## src/logic/icp_pkg.sv

```systemverilog
// Constants for the I2C coprocessor: register numbers, reset values,
// the state encoding of the bus slave and the timing counts.
// Assumes a 25 MHz system clock; the top module imports nothing.
`default_nettype none
package icp_pkg;
	// Bus address of the slave, seven bits.
	localparam logic [6:0] SLAVE_ADDR   = 7'h20;
	// Register numbers.
	localparam logic [7:0] REG_DIR_A    = 8'h30;
	localparam logic [7:0] REG_IN_A     = 8'h31;
	localparam logic [7:0] REG_OUT_A    = 8'h32;
	localparam logic [7:0] REG_DIR_B    = 8'h33;
	localparam logic [7:0] REG_IN_B     = 8'h34;
	localparam logic [7:0] REG_OUT_B    = 8'h35;
	localparam logic [4:0] REG_INBIT_A  = 5'h08; // 40h..47h, top bits.
	localparam logic [4:0] REG_INBIT_B  = 5'h09; // 48h..4Fh, top bits.
	localparam logic [4:0] REG_OBIT_A   = 5'h0a; // 50h..57h, top bits.
	localparam logic [4:0] REG_OBIT_B   = 5'h0b; // 58h..5Fh, top bits.
	localparam logic [7:0] REG_PWM_EN   = 8'h60;
	localparam logic [7:0] REG_PWM_PER  = 8'h61;
	localparam logic [7:0] REG_PWM_DUTY = 8'h62;
	localparam logic [7:0] REG_PWM_PRE  = 8'h63;
	localparam logic [7:0] REG_RTC_EN   = 8'h70;
	localparam logic [7:0] REG_SEC      = 8'h71;
	localparam logic [7:0] REG_MIN      = 8'h72;
	localparam logic [7:0] REG_HOUR     = 8'h73;
	localparam logic [7:0] REG_WDAY     = 8'h74;
	localparam logic [7:0] REG_MDAY     = 8'h75;
	localparam logic [7:0] REG_MONTH    = 8'h76;
	localparam logic [7:0] REG_YEAR     = 8'h77;
	localparam logic [7:0] REG_VER      = 8'h7f;
	// Version value; arbitrary.
	localparam logic [7:0] VER_VALUE    = 8'h01;
	// Reset values.
	localparam logic [7:0] DIR_RST      = 8'hff;
	localparam logic [7:0] OUT_RST      = 8'h00;
	localparam logic [7:0] EN_RST       = 8'h00;
	localparam logic [7:0] PER_RST      = 8'hff;
	localparam logic [7:0] DUTY_RST     = 8'h80;
	localparam logic [7:0] PRE_RST      = 8'h00;
	localparam logic [7:0] ZERO_RST     = 8'h00;
	localparam logic [7:0] ONE_RST      = 8'h01;
	// Calendar limits.
	localparam logic [7:0] SEC_MAX      = 8'h3b;
	localparam logic [7:0] HOUR_MAX     = 8'h17;
	localparam logic [7:0] WDAY_MAX     = 8'h07;
	localparam logic [7:0] MONTH_MAX    = 8'h0c;
	localparam logic [7:0] YEAR_MAX     = 8'h63;
	// Prescale divisors for codes 0, 1 and 2 or above.
	localparam logic [4:0] PRE_DIV1     = 5'h01;
	localparam logic [4:0] PRE_DIV4     = 5'h04;
	localparam logic [4:0] PRE_DIV16    = 5'h10;
	// Timing: clock period and one microsecond, in ns.
	localparam int CLK_NS     = 40;
	localparam int US_NS      = 1000;
	localparam int US_CYC     = US_NS / CLK_NS;
	// Microseconds in one second, the default of the top parameter.
	localparam int SEC_US_DEF = 1000000;
	// Bus slave states.
	typedef enum logic [3:0] {
		ST_IDLE  = 4'h0,
		ST_ADDR  = 4'h1,
		ST_AACK  = 4'h2,
		ST_REG   = 4'h3,
		ST_RACK  = 4'h4,
		ST_WDAT  = 4'h5,
		ST_WACK  = 4'h6,
		ST_RDAT  = 4'h7,
		ST_RDACK = 4'h8
	} icp_state_t;
endpackage : icp_pkg
`default_nettype wire

```

## src/logic/icp_top.sv

```systemverilog
// I2C coprocessor: two 8-bit ports, a PWM output and a clock/calendar,
// reached as registers behind an I2C slave.
// Assumes SCL and SDA arrive from outside and are open drain.
//
// Behaviour
// - Slave at 20h; register number then value.
// - Writing 1 to 70h starts the clock.
// - Two 8-bit ports, direction 1 is input.
// - All port bits are inputs after reset.
// - Output writes do not reach input pins.
// - Output bits read back their driven level.
// - Inputs read as byte or single bit.
// - PWM enable register switches output on/off.
// - Prescale codes 0,1,2 divide by 1,4,16.
// - Period is (period+1) times divisor microseconds.
// - High for duty over period plus one.
// - Reset duty cycle is fifty percent.
// - Enable anytime; duty change keeps the period.
// - Clock keeps advancing while enabled.
// - Time registers writable even while running.
// - Seconds, minutes 0-59; hours 0-23.
// - Weekday counts 1 through 7.
// - Day 1-31, month 1-12.
// - Year 00-99, wraps to 00.
// - Read returns selected register's byte.
`timescale 1ns/1ns
`default_nettype none
module icp_top #(
	parameter int SEC_US = icp_pkg::SEC_US_DEF
) (
	input  wire logic       clk,
	input  wire logic       rst,
	input  wire logic       scl_i,
	input  wire logic       sda_i,
	output logic            sda_o,
	output logic            sda_oe,
	input  wire logic [7:0] port_a_i,
	output logic      [7:0] port_a_o,
	output logic      [7:0] port_a_oe,
	input  wire logic [7:0] port_b_i,
	output logic      [7:0] port_b_o,
	output logic      [7:0] port_b_oe,
	output logic            pwm_o
);

////////////////////////////////////////////////////////////////////////
// Input synchronisers.

	logic [1:0] scl_s_q;   // SCL sync chain.
	logic [1:0] sda_s_q;   // SDA sync chain.
	logic       scl_p_q;   // SCL one cycle later, for edges.
	logic       sda_p_q;   // SDA one cycle later, for edges.
	logic [7:0] pa_s1_q;   // Port A first stage.
	logic [7:0] pa_s2_q;   // Port A second stage.
	logic [7:0] pb_s1_q;   // Port B first stage.
	logic [7:0] pb_s2_q;   // Port B second stage.

	// Every pin passes two flops; edges look only at stage two.
	always_ff @(posedge clk) begin
		if (rst) begin
			scl_s_q <= 2'h3;
			sda_s_q <= 2'h3;
			scl_p_q <= 1'b1;
			sda_p_q <= 1'b1;
			pa_s1_q <= 8'h00;
			pa_s2_q <= 8'h00;
			pb_s1_q <= 8'h00;
			pb_s2_q <= 8'h00;
		end else begin
			scl_s_q <= {scl_s_q[0], scl_i};
			sda_s_q <= {sda_s_q[0], sda_i};
			scl_p_q <= scl_s_q[1];
			sda_p_q <= sda_s_q[1];
			pa_s1_q <= port_a_i;
			pa_s2_q <= pa_s1_q;
			pb_s1_q <= port_b_i;
			pb_s2_q <= pb_s1_q;
		end
	end

	logic scl_rise; // SCL went high.
	logic scl_fall; // SCL went low.
	logic bus_start; // SDA fell while SCL high.
	logic bus_stop;  // SDA rose while SCL high.
	assign scl_rise  = scl_s_q[1] & ~scl_p_q;
	assign scl_fall  = ~scl_s_q[1] & scl_p_q;
	assign bus_start = scl_s_q[1] & scl_p_q & sda_p_q & ~sda_s_q[1];
	assign bus_stop  = scl_s_q[1] & scl_p_q & ~sda_p_q & sda_s_q[1];

////////////////////////////////////////////////////////////////////////
// I2C slave.

	icp_pkg::icp_state_t st_q; // Slave state.
	logic [3:0] cnt_q;   // Bits seen in this byte.
	logic [7:0] sh_q;    // Receive shifter.
	logic [7:0] tx_q;    // Transmit shifter.
	logic [7:0] ptr_q;   // Selected register number.
	logic       ack_q;   // Master acknowledged the read byte.
	logic       oe_q;    // Pulling SDA low.
	logic       wr_q;    // One-cycle write strobe.
	logic [7:0] wdat_q;  // Byte being written.
	logic [7:0] rd_data; // Read mux output.

	// Bits are sampled on SCL rise and SDA changes after SCL fall,
	// so the line is stable for the whole high phase.
	always_ff @(posedge clk) begin
		if (rst) begin
			st_q   <= icp_pkg::ST_IDLE;
			cnt_q  <= 4'h0;
			sh_q   <= 8'h00;
			tx_q   <= 8'h00;
			ptr_q  <= 8'h00;
			ack_q  <= 1'b0;
			oe_q   <= 1'b0;
			wr_q   <= 1'b0;
			wdat_q <= 8'h00;
		end else begin
			wr_q <= 1'b0;
			if (bus_start) begin
				// A repeated start keeps the register number.
				st_q  <= icp_pkg::ST_ADDR;
				cnt_q <= 4'h0;
				oe_q  <= 1'b0;
			end else if (bus_stop) begin
				st_q <= icp_pkg::ST_IDLE;
				oe_q <= 1'b0;
			end else if (scl_rise) begin
				case (st_q)
					icp_pkg::ST_ADDR, icp_pkg::ST_REG,
					icp_pkg::ST_WDAT: begin
						sh_q  <= {sh_q[6:0], sda_s_q[1]};
						cnt_q <= cnt_q + 4'h1;
					end
					icp_pkg::ST_RDAT: begin
						cnt_q <= cnt_q + 4'h1;
					end
					icp_pkg::ST_RDACK: begin
						ack_q <= ~sda_s_q[1];
					end
					default: begin
					end
				endcase
			end else if (scl_fall) begin
				case (st_q)
					icp_pkg::ST_ADDR: begin
						// Only our address is acknowledged.
						if (cnt_q == 4'h8 &&
						    sh_q[7:1] == icp_pkg::SLAVE_ADDR) begin
							st_q <= icp_pkg::ST_AACK;
							oe_q <= 1'b1;
						end else if (cnt_q == 4'h8) begin
							st_q <= icp_pkg::ST_IDLE;
						end
					end
					icp_pkg::ST_AACK: begin
						cnt_q <= 4'h0;
						if (sh_q[0]) begin
							// Read: first bit out now.
							st_q <= icp_pkg::ST_RDAT;
							tx_q <= rd_data;
							oe_q <= ~rd_data[7];
						end else begin
							st_q <= icp_pkg::ST_REG;
							oe_q <= 1'b0;
						end
					end
					icp_pkg::ST_REG: begin
						// Register number byte.
						if (cnt_q == 4'h8) begin
							ptr_q <= sh_q;
							st_q  <= icp_pkg::ST_RACK;
							oe_q  <= 1'b1;
						end
					end
					icp_pkg::ST_RACK, icp_pkg::ST_WACK: begin
						if (st_q == icp_pkg::ST_WACK) begin
							ptr_q <= ptr_q + 8'h01;
						end
						st_q  <= icp_pkg::ST_WDAT;
						cnt_q <= 4'h0;
						oe_q  <= 1'b0;
					end
					icp_pkg::ST_WDAT: begin
						// Value byte: write it and acknowledge.
						if (cnt_q == 4'h8) begin
							wr_q   <= 1'b1;
							wdat_q <= sh_q;
							st_q   <= icp_pkg::ST_WACK;
							oe_q   <= 1'b1;
						end
					end
					icp_pkg::ST_RDAT: begin
						if (cnt_q == 4'h8) begin
							// Release for the master's answer.
							st_q  <= icp_pkg::ST_RDACK;
							oe_q  <= 1'b0;
							ptr_q <= ptr_q + 8'h01;
						end else begin
							oe_q <= ~tx_q[6];
							tx_q <= {tx_q[6:0], 1'b0};
						end
					end
					icp_pkg::ST_RDACK: begin
						cnt_q <= 4'h0;
						if (ack_q) begin
							st_q <= icp_pkg::ST_RDAT;
							tx_q <= rd_data;
							oe_q <= ~rd_data[7];
						end else begin
							st_q <= icp_pkg::ST_IDLE;
						end
					end
					default: begin
					end
				endcase
			end
		end
	end

	// Open drain: the pin is only ever pulled low.
	assign sda_o  = 1'b0;
	assign sda_oe = oe_q;

	ack_drive_a: assert property (@(posedge clk) disable iff (rst)
		(st_q == icp_pkg::ST_ADDR && scl_fall && cnt_q == 4'h8 &&
		 sh_q == {icp_pkg::SLAVE_ADDR, 1'b0}) |=> sda_oe)
		else $error("address not acknowledged");

////////////////////////////////////////////////////////////////////////
// Digital ports.

	logic [7:0] dir_a_q; // Port A direction, 1 is input.
	logic [7:0] dir_b_q; // Port B direction, 1 is input.
	logic [7:0] out_a_q; // Port A output latch.
	logic [7:0] out_b_q; // Port B output latch.
	logic [7:0] in_a;    // Port A readable level.
	logic [7:0] in_b;    // Port B readable level.

	// Byte and bit registers share one latch per port.
	always_ff @(posedge clk) begin
		if (rst) begin
			dir_a_q <= icp_pkg::DIR_RST;
			dir_b_q <= icp_pkg::DIR_RST;
			out_a_q <= icp_pkg::OUT_RST;
			out_b_q <= icp_pkg::OUT_RST;
		end else if (wr_q) begin
			if (ptr_q == icp_pkg::REG_DIR_A) begin
				dir_a_q <= wdat_q;
			end else if (ptr_q == icp_pkg::REG_DIR_B) begin
				dir_b_q <= wdat_q;
			end else if (ptr_q == icp_pkg::REG_OUT_A) begin
				out_a_q <= wdat_q;
			end else if (ptr_q == icp_pkg::REG_OUT_B) begin
				out_b_q <= wdat_q;
			end else if (ptr_q[7:3] == icp_pkg::REG_OBIT_A) begin
				// Only bit 0 counts; the host sends 0 or 1.
				out_a_q[ptr_q[2:0]] <= wdat_q[0];
			end else if (ptr_q[7:3] == icp_pkg::REG_OBIT_B) begin
				out_b_q[ptr_q[2:0]] <= wdat_q[0];
			end
		end
	end

	// The latch always stores, but input bits never drive.
	assign port_a_o  = out_a_q;
	assign port_b_o  = out_b_q;
	assign port_a_oe = ~dir_a_q;
	assign port_b_oe = ~dir_b_q;

	// Outputs read back what they drive, inputs the pin.
	assign in_a = (dir_a_q & pa_s2_q) | (~dir_a_q & out_a_q);
	assign in_b = (dir_b_q & pb_s2_q) | (~dir_b_q & out_b_q);

	port_reset_a: assert property (@(posedge clk)
		$fell(rst) |-> (port_a_oe == 8'h00 && port_b_oe == 8'h00))
		else $error("port drives after reset");

	out_read_a: assert property (@(posedge clk) disable iff (rst)
		(wr_q && ptr_q == icp_pkg::REG_OUT_A && dir_a_q == 8'h00)
		|=> in_a == $past(wdat_q))
		else $error("output not read back");

	in_pin_a: assert property (@(posedge clk) disable iff (rst)
		(dir_b_q[0] && pb_s2_q[0]) |-> in_b[0] && !port_b_oe[0])
		else $error("input bit not from pin");

////////////////////////////////////////////////////////////////////////
// Microsecond tick.

	logic [4:0] us_cnt_q; // Cycles within one microsecond.
	logic       us_tick;  // One-cycle pulse each microsecond.
	assign us_tick = (us_cnt_q == 5'(icp_pkg::US_CYC - 1));

	// Shared time base for the PWM and the clock.
	always_ff @(posedge clk) begin
		if (rst || us_tick) begin
			us_cnt_q <= 5'h00;
		end else begin
			us_cnt_q <= us_cnt_q + 5'h01;
		end
	end

////////////////////////////////////////////////////////////////////////
// PWM.

	logic [7:0] pwm_en_q;   // Enable register, bit 0 used.
	logic [7:0] per_q;      // Period value.
	logic [7:0] duty_q;     // Duty value.
	logic [7:0] pre_q;      // Prescale code.
	logic [4:0] pre_cnt_q;  // Microseconds within one step.
	logic [7:0] pcnt_q;     // Step within the period.
	logic [4:0] pre_div;    // Divisor for the code.
	logic       pwm_step;   // Advance the period counter.
	logic       pwm_q;      // Output flop.

	// Configuration writes; duty 128 of 256 gives half.
	always_ff @(posedge clk) begin
		if (rst) begin
			pwm_en_q <= icp_pkg::EN_RST;
			per_q    <= icp_pkg::PER_RST;
			duty_q   <= icp_pkg::DUTY_RST;
			pre_q    <= icp_pkg::PRE_RST;
		end else if (wr_q) begin
			if (ptr_q == icp_pkg::REG_PWM_EN) begin
				pwm_en_q <= wdat_q;
			end else if (ptr_q == icp_pkg::REG_PWM_PER) begin
				per_q <= wdat_q;
			end else if (ptr_q == icp_pkg::REG_PWM_DUTY) begin
				duty_q <= wdat_q;
			end else if (ptr_q == icp_pkg::REG_PWM_PRE) begin
				pre_q <= wdat_q;
			end
		end
	end

	// Codes above 2 are out of range and take the slowest rate.
	always_comb begin
		if (pre_q == 8'h00) begin
			pre_div = icp_pkg::PRE_DIV1;
		end else if (pre_q == 8'h01) begin
			pre_div = icp_pkg::PRE_DIV4;
		end else begin
			pre_div = icp_pkg::PRE_DIV16;
		end
	end

	assign pwm_step = us_tick && (pre_cnt_q >= pre_div - 5'h01);

	// Period of (per+1)*div us; duty never touches the counters.
	always_ff @(posedge clk) begin
		if (rst || !pwm_en_q[0]) begin
			pre_cnt_q <= 5'h00;
			pcnt_q    <= 8'h00;
		end else if (pwm_step) begin
			pre_cnt_q <= 5'h00;
			if (pcnt_q >= per_q) begin
				pcnt_q <= 8'h00;
			end else begin
				pcnt_q <= pcnt_q + 8'h01;
			end
		end else if (us_tick) begin
			pre_cnt_q <= pre_cnt_q + 5'h01;
		end
	end

	// High while the step is below duty; safe to toggle anytime.
	always_ff @(posedge clk) begin
		if (rst) begin
			pwm_q <= 1'b0;
		end else begin
			pwm_q <= pwm_en_q[0] && (pcnt_q < duty_q);
		end
	end
	assign pwm_o = pwm_q;

	pwm_off_a: assert property (@(posedge clk) disable iff (rst)
		!pwm_en_q[0] |=> !pwm_o)
		else $error("pwm high while disabled");

	pwm_wrap_a: assert property (@(posedge clk) disable iff (rst)
		(pwm_en_q[0] && pwm_step && pcnt_q == per_q) |=> pcnt_q == 8'h00)
		else $error("pwm period did not wrap");

	pwm_high_a: assert property (@(posedge clk) disable iff (rst)
		(pwm_en_q[0] && pcnt_q == 8'h00 && duty_q != 8'h00) |=> pwm_o)
		else $error("pwm low at start of period");

////////////////////////////////////////////////////////////////////////
// Clock and calendar.

	logic [7:0]  rtc_en_q; // Run register, bit 0 used.
	logic [19:0] sub_q;    // Microseconds within the second.
	logic        sec_tick; // One-cycle pulse each second.
	logic [7:0]  sec_q;    // Seconds.
	logic [7:0]  min_q;    // Minutes.
	logic [7:0]  hour_q;   // Hours, 24-hour only.
	logic [7:0]  wday_q;   // Weekday, 1 is Sunday.
	logic [7:0]  mday_q;   // Day of month.
	logic [7:0]  mon_q;    // Month.
	logic [7:0]  year_q;   // Two-digit year.
	logic [7:0]  dim;      // Days in the current month.

	assign sec_tick = rtc_en_q[0] && us_tick &&
	                  (sub_q == 20'(SEC_US - 1));

	// Second divider runs only while the clock is enabled.
	always_ff @(posedge clk) begin
		if (rst || sec_tick) begin
			sub_q <= 20'h00000;
		end else if (rtc_en_q[0] && us_tick) begin
			sub_q <= sub_q + 20'h00001;
		end
	end

	// Leap years are those divisible by four in the two-digit year.
	always_comb begin
		if (mon_q == 8'h02) begin
			dim = (year_q[1:0] == 2'h0) ? 8'h1d : 8'h1c;
		end else if (mon_q == 8'h04 || mon_q == 8'h06 ||
		             mon_q == 8'h09 || mon_q == 8'h0b) begin
			dim = 8'h1e;
		end else begin
			dim = 8'h1f;
		end
	end

	// Carry chain first; a host write to a unit wins that cycle.
	always_ff @(posedge clk) begin
		if (rst) begin
			rtc_en_q <= icp_pkg::EN_RST;
			sec_q    <= icp_pkg::ZERO_RST;
			min_q    <= icp_pkg::ZERO_RST;
			hour_q   <= icp_pkg::ZERO_RST;
			wday_q   <= icp_pkg::ONE_RST;
			mday_q   <= icp_pkg::ONE_RST;
			mon_q    <= icp_pkg::ONE_RST;
			year_q   <= icp_pkg::ZERO_RST;
		end else begin
			if (sec_tick) begin
				sec_q <= (sec_q >= icp_pkg::SEC_MAX) ? 8'h00
				         : sec_q + 8'h01;
				if (sec_q >= icp_pkg::SEC_MAX) begin
					min_q <= (min_q >= icp_pkg::SEC_MAX) ? 8'h00
					         : min_q + 8'h01;
				end
				if (sec_q >= icp_pkg::SEC_MAX &&
				    min_q >= icp_pkg::SEC_MAX) begin
					hour_q <= (hour_q >= icp_pkg::HOUR_MAX) ? 8'h00
					          : hour_q + 8'h01;
				end
				if (sec_q >= icp_pkg::SEC_MAX &&
				    min_q >= icp_pkg::SEC_MAX &&
				    hour_q >= icp_pkg::HOUR_MAX) begin
					wday_q <= (wday_q >= icp_pkg::WDAY_MAX) ? 8'h01
					          : wday_q + 8'h01;
					mday_q <= (mday_q >= dim) ? 8'h01
					          : mday_q + 8'h01;
					if (mday_q >= dim) begin
						mon_q <= (mon_q >= icp_pkg::MONTH_MAX) ? 8'h01
						         : mon_q + 8'h01;
						if (mon_q >= icp_pkg::MONTH_MAX) begin
							year_q <= (year_q >= icp_pkg::YEAR_MAX)
							          ? 8'h00 : year_q + 8'h01;
						end
					end
				end
			end
			if (wr_q) begin
				// Writable at any time, running or not.
				if (ptr_q == icp_pkg::REG_RTC_EN) begin
					rtc_en_q <= wdat_q;
				end else if (ptr_q == icp_pkg::REG_SEC) begin
					sec_q <= wdat_q;
				end else if (ptr_q == icp_pkg::REG_MIN) begin
					min_q <= wdat_q;
				end else if (ptr_q == icp_pkg::REG_HOUR) begin
					hour_q <= wdat_q;
				end else if (ptr_q == icp_pkg::REG_WDAY) begin
					wday_q <= wdat_q;
				end else if (ptr_q == icp_pkg::REG_MDAY) begin
					mday_q <= wdat_q;
				end else if (ptr_q == icp_pkg::REG_MONTH) begin
					mon_q <= wdat_q;
				end else if (ptr_q == icp_pkg::REG_YEAR) begin
					year_q <= wdat_q;
				end
			end
		end
	end

	rtc_start_a: assert property (@(posedge clk) disable iff (rst)
		(wr_q && ptr_q == icp_pkg::REG_RTC_EN && wdat_q == 8'h01)
		|=> rtc_en_q[0])
		else $error("clock did not start");

	day_wrap_a: assert property (@(posedge clk) disable iff (rst)
		(sec_tick && !wr_q && sec_q == 8'h3b && min_q == 8'h3b &&
		 hour_q == 8'h17) |=> (sec_q == 8'h00 && hour_q == 8'h00))
		else $error("day rollover wrong");

	week_wrap_a: assert property (@(posedge clk) disable iff (rst)
		(sec_tick && !wr_q && sec_q == 8'h3b && min_q == 8'h3b &&
		 hour_q == 8'h17 && wday_q == 8'h07) |=> wday_q == 8'h01)
		else $error("weekday did not wrap");

	year_wrap_a: assert property (@(posedge clk) disable iff (rst)
		(sec_tick && !wr_q && sec_q == 8'h3b && min_q == 8'h3b &&
		 hour_q == 8'h17 && mday_q == 8'h1f && mon_q == 8'h0c &&
		 year_q == 8'h63)
		|=> (year_q == 8'h00 && mon_q == 8'h01 && mday_q == 8'h01))
		else $error("year did not wrap");

////////////////////////////////////////////////////////////////////////
// Read mux.

	// Unmapped numbers read as zero.
	always_comb begin
		if (ptr_q == icp_pkg::REG_DIR_A) begin
			rd_data = dir_a_q;
		end else if (ptr_q == icp_pkg::REG_IN_A) begin
			rd_data = in_a;
		end else if (ptr_q == icp_pkg::REG_OUT_A) begin
			rd_data = out_a_q;
		end else if (ptr_q == icp_pkg::REG_DIR_B) begin
			rd_data = dir_b_q;
		end else if (ptr_q == icp_pkg::REG_IN_B) begin
			rd_data = in_b;
		end else if (ptr_q == icp_pkg::REG_OUT_B) begin
			rd_data = out_b_q;
		end else if (ptr_q[7:3] == icp_pkg::REG_INBIT_A) begin
			rd_data = {7'h00, in_a[ptr_q[2:0]]};
		end else if (ptr_q[7:3] == icp_pkg::REG_INBIT_B) begin
			rd_data = {7'h00, in_b[ptr_q[2:0]]};
		end else if (ptr_q[7:3] == icp_pkg::REG_OBIT_A) begin
			rd_data = {7'h00, out_a_q[ptr_q[2:0]]};
		end else if (ptr_q[7:3] == icp_pkg::REG_OBIT_B) begin
			rd_data = {7'h00, out_b_q[ptr_q[2:0]]};
		end else if (ptr_q == icp_pkg::REG_PWM_EN) begin
			rd_data = pwm_en_q;
		end else if (ptr_q == icp_pkg::REG_PWM_PER) begin
			rd_data = per_q;
		end else if (ptr_q == icp_pkg::REG_PWM_DUTY) begin
			rd_data = duty_q;
		end else if (ptr_q == icp_pkg::REG_PWM_PRE) begin
			rd_data = pre_q;
		end else if (ptr_q == icp_pkg::REG_RTC_EN) begin
			rd_data = rtc_en_q;
		end else if (ptr_q == icp_pkg::REG_SEC) begin
			rd_data = sec_q;
		end else if (ptr_q == icp_pkg::REG_MIN) begin
			rd_data = min_q;
		end else if (ptr_q == icp_pkg::REG_HOUR) begin
			rd_data = hour_q;
		end else if (ptr_q == icp_pkg::REG_WDAY) begin
			rd_data = wday_q;
		end else if (ptr_q == icp_pkg::REG_MDAY) begin
			rd_data = mday_q;
		end else if (ptr_q == icp_pkg::REG_MONTH) begin
			rd_data = mon_q;
		end else if (ptr_q == icp_pkg::REG_YEAR) begin
			rd_data = year_q;
		end else if (ptr_q == icp_pkg::REG_VER) begin
			rd_data = icp_pkg::VER_VALUE;
		end else begin
			rd_data = 8'h00;
		end
	end

endmodule : icp_top
`default_nettype wire

```

## config.mk

```make
export PLATFORM = sky130hd
export DESIGN_NAME = icp_top
export DESIGN_NICKNAME = d
export VERILOG_FILES = /design/src/logic/icp_pkg.sv /design/src/logic/icp_top.sv
export SDC_FILE = /design/constraint.sdc
export NUM_CORES = 1
export LEC_CHECK = 0
export BUFFER_PORTS_ARGS = -buffer_cell sky130_fd_sc_hd__buf_2
export CAP_MARGIN = 20
export CELL_PAD_IN_SITES_DETAIL_PLACEMENT = 1
export CELL_PAD_IN_SITES_GLOBAL_PLACEMENT = 1
export CORE_MARGIN = 8
export CORE_UTILIZATION = 28
export DETAILED_ROUTE_END_ITERATION = 7
export PLACE_DENSITY_LB_ADDON = 0.1
export SETUP_SLACK_MARGIN = 0.05
export SYNTH_ARGS = -nofsm -noshare
export SYNTH_HDL_FRONTEND = slang
export SYNTH_SLANG_ARGS = --single-unit
```

## constraint.sdc

```tcl
create_clock -name clk -period 3.45 [get_ports clk]
set_input_delay 0 -clock clk [delete_from_list [all_inputs] [get_ports clk]]
set_output_delay 0 -clock clk [all_outputs]
set_load 0.03 [all_outputs]
```

==> results of run 1 <==
[where the power goes]
group | internal (mW) | switching [mW] | total [mW] | leakage [nW]
Combinational | 0.0658 | 0.0942 | 0.160 | 3.97
Clock | 2.12 | 1.34 | 3.46 | 0.536
Sequential | 2.88 | 0.0200 | 2.90 | 2.00
[tightest hold or removal path, delay by kind of cell]
family / cells / cell delay (ns)
buffers and inverters: 2 / 0.61
AND/OR/NAND/NOR: 1 / 0.08
[logic make-up (layout without fill, tap and decap cells)]
kind of cell | after synthesis | in the layout | share of synthesized area [%]
buffers and inverters | 190 | 302 | 5.24
other | 1 | 1 | 0.0271
AOI/OAI and AO/OA | 480 | 480 | 22.7
DFF | 247 | 247 | 35.8
muxes | 59 | 59 | 4.35
xor gates and xnor gates | 32 | 32 | 2.03
adders and majority gates | 46 | 46 | 4.17
and+or+nand+nor | 724 | 724 | 25.7
[routing by layer]
layer  track usage, %  vias up  routed length, um
met3             2.33       80               2090
li1                 -     6601                  -
met2             32.8      265              26600
met1             26.8     6814              27100
met4             5.01        0               1430
met5                0        -                  0
[metrics by stage]
| stage | hold slack, ns | cells | utilization (%) | TNS, ns |
|---|---|---|---|---|
| after detailed placement | 0.187 | 2472 | 31.2 | -0.0808 |
| after CTS | 0.103 | 2555 | 34.0 | 0 |
| after global routing | 0.129 | 2555 | 34.0 | 0 |
| after floorplan | 0.104 | 1779 | - | 0 |
| after global placement | 0.189 | 2472 | 31.2 | 0 |
| final | 0.134 | 2555 | 34.0 | 0 |
[layout make-up]
class                   instances  area, um2
fillers                      5875      32300
repair buffers                178       1310
clock inverters                 9        123
clock buffers                  48        960
multi-input cells            1342       8180
well taps                     664        831
flip-flops and latches        247       4940
inverters                      67        251
[cells in the mapped netlist (21+ instances only)]
cell / instances / share of area, %
dfxtp_1: 247 / 36
nand2_1: 203 / 5.5
nor2_1: 185 / 5.0
a21oi_1: 124 / 4.5
clkbuf_1: 112 / 3.0
o21ai_0: 97 / 3.5
nand3_1: 86 / 3.1
inv_1: 66 / 1.8
mux2i_1: 51 / 3.7
ha_1: 46 / 4.2
nor2b_1: 40 / 1.8
a211oi_1: 39 / 2.1
nor3_1: 39 / 1.4
o211ai_1: 33 / 1.8
o22ai_1: 22 / 1.0
and3_1: 21 / 0.95
[worst paths after layout]
kind / to / slack [ns] / cells after the start
min: scl_s_q[0] / 0.13 / 3
min reg2reg: sda_s_q[1] / 0.43 / 1
max reg2reg: pcnt_q[0] / 0.28 / 11
max: pcnt_q[0] / 0.28 / 11
[timing repair]
item | in CTS | in global routing
resized for setup | 1 | 3
buffers inserted | 0 | 0
endpoints found under the hold margin | 36 | 0
pin swaps | 0 | 0
hold buffers | 26 | 0
endpoints found under the setup margin | 12 | 11
==> flow_metrics.py, run 1 <==
metrics = {
    "status": {
        "status": "finished, final reports clean",
    },
    "floorplan": {
        "die_height_um": 238,
        "core-area_um2": 48800,
        "fp-row-count": 81,
        "start_util_pct": 28.3,
        "die_area_um2": 56700,
        "dieWidth_um": 238,
        "ios": 55,
    },
    "drt": {
        "drt_pass1_iterations": 5,
        "wl_per_cell_um": 22.4,
        "vias": 13760,
        "drc": 0,
        "drtIter0Drc": 844,
        "wl_um": 57200,
        "vias_per_cell": 5.39,
        "ant_nets": 0,
    },
    "logic_synthesis": {
        "netlist-cell-type-count": 85,
        "synthArstFlopShare_pct": 0,
        "synth_cells": 1779,
        "yosys_most_used_dff": "dfxtp_1",
        "syn-cell-area_um2": 13800,
        "seq_area_frac_synth_pct": 35.8,
        "syn_avg_cell_area_um2": 7.76,
        "syn_nets": 1845,
        "synth-edff-count": 0,
        "synth_seq_cells": 247,
        "synth_warnings": 0,
    },
    "timing": {
        "final.period_utilization_pct": 91.8,
        "max_slew_margin_pct": 22.7,
        "setup_ws_ns": 0.282,
        "skew_ns": 0.0178,
        "fmax_mhz": 316,
        "worstMarginPinSlew_ns": 1.16,
        "fin_crit_ns": 3.17,
        "finalSetupViolCount": 0,
        "slew_viol_final": 0,
        "hold_violations": 0,
        "rsz0062_at_grt": "no",
    },
    "placed_design": {
        "dp_hpwl_um": 41600,
        "preCtsSetupSlack_ns": -0.0710,
        "io_buffers": 53,
        "place.gp.congestion": 0.872,
        "post_dp_cell_area_um2": 15200,
    },
    "min_path": {
        "holdCritStartpoint": "scl_i",
        "hold_class": "primary input to flip-flop",
    },
    "critical_path": {
        "slowest_stage": "or4_1",
        "cp_top_family": "simple AND/OR/NAND/NOR gates",
        "endpoint_kind": "flip-flop",
        "max_stage_delay_ns": 0.57,
        "r2r_start": "pre_q[7]",
        "cp_cell_sequence": "or4_1 -> nor4_1 -> nand2b_1 -> ha_1 -> nand2b_1 -> a21o_1 -> a21o_1 -> a211oi_1 -> nor2_1 -> or2_2 -> o21ai_0",
        "crit_type": "flip-flop to flip-flop",
        "arrival_ns": 3.67,
        "required_ns": 3.95,
        "cp-startpoint": "pre_q[7]",
        "crit_fanout": 6,
        "critPathLaunchType": "flip-flop",
        "path_buf_inv": 0,
    },
    "layout": {
        "nets": 1933,
        "layout_common_cells": "247 x dfxtp_1, 203 x nand2_1, 185 x nor2_1",
        "area_growth_pct": 20.2,
        "diodes": 0,
        "largest_register_ffs": 20,
        "largest_register": "sub_q",
        "mostFrequentLayoutCell": "dfxtp_1",
        "stdcell_area_um2": 16600,
        "layout-drive-gt1-share_pct": 13.2,
    },
    "global_routing": {
        "track_usage_pct": 19.7,
        "antenna_found_initial": 0,
        "grt_pass1_wl_um": 88100,
        "grt_overflow": 0,
        "grt_pass1_vias": 14067,
        "grt_max_degree": 62,
    },
    "clock_tree": {
        "clock-sinks": 247,
        "root_buffer": "clkbuf_16",
        "numCtsBuffers": 31,
        "worstSkewPairLatency_ns": 0.59,
        "clockBufferDepth": 3,
        "cts_tree": "done",
        "clk_pin_slew_ns": 0.06,
        "cts_htree_levels": 1,
    },
    "pwr": {
        "total_power_mw": 6.52,
        "power.density_nw_per_um2": 393,
        "ir_drop_v": 0.000337,
        "p_leak_nw": 6.51,
    },
    "flow_run": {
        "drv_cap": 0,
    },
}
Power figures use the tool's default switching activity.
==> inputs of run 2 (changes only) <==
==> constraint.sdc (replaced) <==
create_clock -name clk -period 3.45 [get_ports clk]
set_input_delay 0.345 -clock clk [delete_from_list [all_inputs] [get_ports clk]]
set_output_delay 0.345 -clock clk [all_outputs]
set_load 0.03 [all_outputs]
==> run 2 against run 1 <==
Combinational power fell by 4%. Worst hold slack got worse by 0.12 ns. Fmax rose by 0.27%. Highest routed layer unchanged. Final cell count fell by 0.47%. Sequential share of layout area rose by 0.15 points. Via count barely moved. Sequential power barely moved. First-iteration DRC count rose by 1.2%. Cell area fell by 0.44%. Critical path type unchanged. Flip-flop and latch count did not move. Critical endpoint is now mday_q[4].
==> flow_metrics.py, run 2 (synthesis results as in run 1) <==
metrics = {
    "status": {
        "status": "finished, final reports clean",
    },
    "critical_path": {
        "required_ns": 3.94,
        "cp_top_family": "simple AND/OR/NAND/NOR gates",
        "critPathLaunchType": "flip-flop",
        "cp_cell_sequence": "or4_1 -> nor4b_4 -> a22oi_1 -> ha_1 -> nand2b_1 -> a21oi_2 -> o21ai_2 -> buf_4 -> or4_1 -> a311oi_1",
        "crit_fanout": 4,
        "slowest_stage": "or4_1",
        "arrival_ns": 3.65,
        "path_buf_inv": 1,
        "crit_top_cell": "or4_1",
        "crit_type": "flip-flop to flip-flop",
        "max_stage_delay_ns": 0.66,
        "endpoint_kind": "flip-flop",
    },
    "floorplan": {
        "die_area_um2": 56700,
        "ios": 55,
        "start_util_pct": 28.3,
        "fp-row-count": 81,
        "core-area_um2": 48800,
        "die_height_um": 238,
        "dieWidth_um": 238,
    },
    "timing": {
        "hold_violations": 0,
        "setup_ws_ns": 0.290,
        "worstMarginPinSlew_ns": 1.17,
        "fin_crit_ns": 3.16,
        "final.period_utilization_pct": 91.6,
        "finalSetupViolCount": 0,
        "fmax_mhz": 316,
        "rsz0062_at_grt": "no",
        "whs_ns": 0.0163,
        "tns_ns": 0,
        "max_slew_margin_pct": 21.9,
        "slew_viol_final": 0,
        "skew_ns": 0.0165,
    },
    "global_routing": {
        "grt_pass1_wl_um": 88600,
        "grt_max_degree": 103,
        "antenna_found_initial": 0,
        "grt_overflow": 0,
        "track_usage_pct": 19.8,
        "grt_pass1_vias": 13975,
    },
    "clock_tree": {
        "worstSkewPairLatency_ns": 0.58,
        "post-cts-setup-buffer-count": 0,
        "clockBufferDepth": 3,
        "clock-sinks": 247,
        "root_buffer": "clkbuf_16",
        "clk_pin_slew_ns": 0.06,
        "cts_htree_levels": 1,
        "numCtsBuffers": 31,
        "cts_tree": "done",
    },
    "placed_design": {
        "preCtsSetupSlack_ns": -0.145,
        "dp_hpwl_um": 41500,
        "io_buffers": 53,
        "place.gp.congestion": 0.837,
        "post_dp_cell_area_um2": 15200,
        "place_inst": 2469,
    },
    "drt": {
        "ant_nets": 0,
        "wl_per_cell_um": 22.7,
        "wl_um": 57600,
        "vias": 13765,
        "drt_pass1_iterations": 5,
        "vias_per_cell": 5.41,
        "drc": 0,
        "drtIter0Drc": 854,
    },
    "layout": {
        "mostFrequentLayoutCell": "dfxtp_1",
        "nets": 1921,
        "layout-drive-gt1-share_pct": 13.4,
        "stdcell_count": 2543,
        "largest_register": "sub_q",
        "largest_register_ffs": 20,
        "layout_common_cells": "245 x dfxtp_1, 203 x nand2_1, 185 x nor2_1",
        "diodes": 0,
        "fin_util_pct": 33.8,
        "area_growth_pct": 19.6,
        "stdcell_area_um2": 16500,
    },
    "pwr": {
        "power.density_nw_per_um2": 398,
        "ir_drop_v": 0.000348,
        "p_leak_nw": 6.45,
        "total_power_mw": 6.58,
    },
    "flow_run": {
        "drv_cap": 0,
    },
    "min_path": {
        "hold_class": "primary input to flip-flop",
    },
}
## run 2: cell types whose count changed in the layout (fill, tap and decap cells not counted), sizes merged
| cell | change |
|---|---|
| dlygate4sd3 | -9 |
| clkbuf | -8 |
| buf | -3 |
| bufinv | +2 |
| clkinvlp | +1 |
| clkinv | +3 |
| inv | +2 |
## run 2: routing by layer
layer | wire length, um | track usage, %
met4 | 1260 | 4.37
met2 | 27300 | 33.9
met3 | 2020 | 2.34
met1 | 27100 | 26.6
met5 | 0 | 0
## run 2: path summary, 6_finish.rpt
| kind | from | end | slack, ns | depth (start not counted) |
|---|---|---|---|---|
| setup / recovery | mon_q[4] | mday_q[4] | 0.29 | 10 |
| hold / removal | port_a_i[2] | pa_s1_q[2] | 0.02 | 2 |
| hold reg to reg | sda_s_q[0] | sda_s_q[1] | 0.43 | 1 |
| setup reg to reg | mon_q[4] | mday_q[4] | 0.29 | 10 |
## run 2: cell type report
type                       instances  area, um2
multi-input combinational       1342       8200
clock inverter                    17        230
timing repair buffer             166       1200
inverter                          67        251
fill                            5903      32300
sequential                       247       4950
clock buffer                      40        870
tap                              664        831
## run 2: report_power, final
group / internal, mW / total, mW / switching, mW
registers: 2.88 / 2.90 / 0.0204
clock network: 2.15 / 3.53 / 1.38
logic: 0.0602 / 0.154 / 0.0939
total: 5.09 / 6.58 / 1.50
## run 2: what timing repair did
action | CTS | global route
hold buffers | 17 | 0
gates cloned | 0 | 0
setup endpoints to repair | 19 | 8
gates resized for setup | 2 | 6
pin swaps | 0 | 0
hold endpoints to repair | 17 | 0
## run 2: worst register-to-register path, stage by stage (launching register included)
cell,delay [ns]
dfxtp_1,0.33
or4_1,0.66
nor4b_4,0.29
a22oi_1,0.13
ha_1,0.29
nand2b_1,0.16
a21oi_2,0.19
o21ai_2,0.13
buf_4,0.18
or4_1,0.46
a311oi_1,0.26
==> inputs of run 3 (changes only) <==
--- a/config.mk
+++ b/config.mk
@@ -7,2 +7,3 @@
 export LEC_CHECK = 0
+export ABC_AREA = 1
 export BUFFER_PORTS_ARGS = -buffer_cell sky130_fd_sc_hd__buf_2
==> constraint.sdc (replaced) <==
create_clock -name clk -period 3.95 [get_ports clk]
set_input_delay 0.1975 -clock clk [delete_from_list [all_inputs] [get_ports clk]]
set_output_delay 0.1975 -clock clk [all_outputs]
set_load 0.03 [all_outputs]
==> run 3 against run 2 <==
Highest routed layer unchanged. Synthesized area fell by 2.9%. Sequential power shrank 13%. Critical endpoint is now sda_oe. Flip-flop and latch count did not move. Clock-buffer cell count is 13 higher. Wire length fell by 11%. Synthesized cell count increased by 9.5%. First-iteration DRC count shrank 27%.
==> flow_metrics.py, run 3 <==
metrics = {
    "logic_synthesis": {
        "syn_nets": 2014,
        "synth-edff-count": 0,
        "synth_seq_cells": 247,
        "synth_warnings": 0,
        "synth_commonest_cells": "326 x nand2_1, 316 x inv_1, 247 x dfxtp_1, 213 x nor2_1, 164 x a21oi_1",
        "yosys_most_used_dff": "dfxtp_1",
        "netlist-cell-type-count": 62,
        "seq_area_frac_synth_pct": 36.9,
        "syn_avg_cell_area_um2": 6.89,
        "synthArstFlopShare_pct": 0,
        "syn-cell-area_um2": 13400,
        "synth_cells": 1948,
        "yosysMostFrequentCell": "nand2_1",
        "synth_top_area_share_pct": 36.9,
        "ys_top_cells_by_area": "dfxtp_1 37%, nand2_1 9.1%, inv_1 8.8%, a21oi_1 6.1%, o21ai_0 6.1%",
        "yosys.area.top_type": "dfxtp_1",
    },
    "timing": {
        "tns_ns": 0,
        "finalSetupViolCount": 0,
        "rsz0062_at_grt": "no",
        "skew_ns": 0.0228,
        "slew_viol_final": 0,
        "fmax_mhz": 299,
        "fin_crit_ns": 3.34,
        "whs_ns": 0.320,
        "hold_violations": 0,
        "final.period_utilization_pct": 84.7,
        "max_slew_margin_pct": 31.4,
        "worstMarginPinSlew_ns": 1.03,
    },
    "clock_tree": {
        "cts_htree_levels": 2,
        "worstSkewPairLatency_ns": 0.54,
        "post-cts-setup-buffer-count": 0,
        "hold_buffers": 18,
        "numCtsBuffers": 34,
        "clk_pin_slew_ns": 0.06,
        "clockBufferDepth": 3,
        "cts_tree": "done",
        "cts_resized": 0,
        "root_buffer": "clkbuf_16",
        "clock-sinks": 247,
    },
    "pwr": {
        "p_leak_nw": 6.75,
        "power.density_nw_per_um2": 381,
        "ir_drop_v": 0.000230,
        "total_power_mw": 6.06,
    },
    "layout": {
        "layout_common_cells": "326 x nand2_1, 315 x inv_1, 247 x dfxtp_1",
        "multi_input_area_um2": 6990,
        "layout-drive-gt1-share_pct": 9.25,
        "nets": 2093,
        "fin_util_pct": 33.4,
        "largest_register_ffs": 20,
        "stdcell_area_um2": 15900,
        "seq_area_um2": 4940,
        "filler_cell_count": 5955,
        "largest_register": "sub_q",
        "mostFrequentLayoutCell": "nand2_1",
        "area_growth_pct": 18.4,
    },
    "global_routing": {
        "grt_pass1_wl_um": 80400,
        "antenna_found_initial": 2,
        "track_usage_pct": 18.2,
        "grt_pass1_vias": 13759,
        "grt_overflow": 0,
        "grt_max_degree": 51,
    },
    "floorplan": {
        "core-area_um2": 47500,
        "die_height_um": 235,
        "start_util_pct": 28.2,
        "ios": 55,
        "die_area_um2": 55200,
        "dieWidth_um": 235,
        "fp-row-count": 80,
    },
    "critical_path": {
        "max_stage_delay_ns": 0.49,
        "crit_type": "flip-flop to flip-flop",
        "r2r_start": "ptr_q[1]",
        "reg2reg_to": "sda_oe",
        "cp_cell_sequence": "ha_1 -> nand2_1 -> inv_1 -> nand2_1 -> nor2_1 -> inv_1 -> o22ai_1 -> nor2_1 -> o21ai_0 -> nand3_1 -> o21ai_0 -> a21oi_1 -> o22ai_1 -> o211ai_1 -> o21ai_0 -> nand2_1 -> nand2_1 -> nand2_1 -> a21oi_1",
        "slowest_stage": "dfxtp_1",
        "endpoint_kind": "flip-flop",
        "crit_top_cell": "nand2_1",
        "required_ns": 4.42,
        "crit_fanout": 9,
        "arrival_ns": 3.82,
        "critPathLaunchType": "flip-flop",
        "rrSetupSlack_ns": 0.61,
        "reg2regPathDepth": 19,
    },
    "placed_design": {
        "io_buffers": 53,
        "post_dp_cell_area_um2": 14400,
        "place.gp.congestion": 0.851,
        "dp_hpwl_um": 37800,
    },
    "drt": {
        "drt_pass1_iterations": 5,
        "routedLengthMet1_um": 24400,
        "wl_per_cell_um": 19.2,
        "vias_per_cell": 5.06,
        "ant_nets": 0,
        "wl_um": 51300,
        "highest_layer": "met4",
        "wl_met3_um": 1880,
        "drc": 0,
        "vias": 13496,
        "drtIter0Drc": 620,
        "route.met2.wl_um": 23700,
    },
    "min_path": {
        "hold_path_end": "pa_s1_q[0]",
        "min_path_cells": 3,
        "holdCritStartpoint": "rst",
        "hold_class": "primary input to flip-flop",
    },
    "status": {
        "status": "finished, final reports clean",
    },
    "flow_run": {
        "drv_cap": 0,
    },
}
run 3: through the flow:
stage               std cells  setup slack, ns
global route             2668            0.223
CTS                      2667            0.647
finish                   2669            0.606
detailed placement       2587            0.671
floorplan                1948             1.10
global placement         2587            0.681
run 3: layout make-up:
| type | count | share of cell area [%] |
|---|---|---|
| Clock inverter | 9 | 0.945 |
| Inverter | 326 | 7.72 |
| Clock buffer | 53 | 6.96 |
| Sequential cell | 247 | 31.1 |
| Multi-Input combinational cell | 1313 | 44.0 |
| Timing Repair Buffer | 105 | 4.43 |
| Antenna cell | 1 | 0.0157 |
| Tap cell | 615 | 4.84 |
run 3: routing by layer:
metal,track usage (%),up-vias
met5,0,-
met4,5.76,0
met3,2.72,76
met2,30.0,222
met1,24.2,6556
li1,-,6642
run 3: worst max-delay path by stage:
stage | endpoint | slack (ns) | cells past startpoint | startpoint
finish | sda_oe | 0.61 | 19 | ptr_q[1]
global route | pcnt_q[7] | 0.22 | 15 | pre_q[4]
CTS | sda_oe | 0.65 | 19 | ptr_q[1]
detailed placement | pcnt_q[7] | 0.67 | 15 | pre_q[4]
global placement | sda_oe | 0.68 | 19 | ptr_q[1]
floorplan | mon_q[7] | 1.10 | 16 | mon_q[4]
run 3: cell families (layout without fill, tap and decap cells):
group | after synthesis | count (layout) | share of synthesized area [%]
xor gates and xnor gates | 21 | 21 | 1.37
buffers and inverters | 388 | 493 | 11.1
DFF | 247 | 247 | 36.9
muxes | 4 | 4 | 0.298
adders and majority gates | 46 | 46 | 4.29
AOI/OAI and AO/OA | 491 | 491 | 21.3
and+or+nand+nor | 750 | 750 | 24.8
other | 1 | 2 | 0.0280
run 3: worst max-delay path: cells and delay by family (launching register included):
kind / cells / cell delay (ns)
AND/OR/NAND/NOR: 8 / 1.15
buffers and inverters: 2 / 0.24
flip-flops: 1 / 0.49
AO/OA/AOI/OAI: 8 / 1.10
adder cells (fa/ha/maj): 1 / 0.29
run 3: report_power, final:
group          internal, mW  total [mW]  switching [mW]
sequential             2.51        2.53          0.0117
combinational        0.0465       0.138          0.0914
clock                  2.18        3.39            1.21
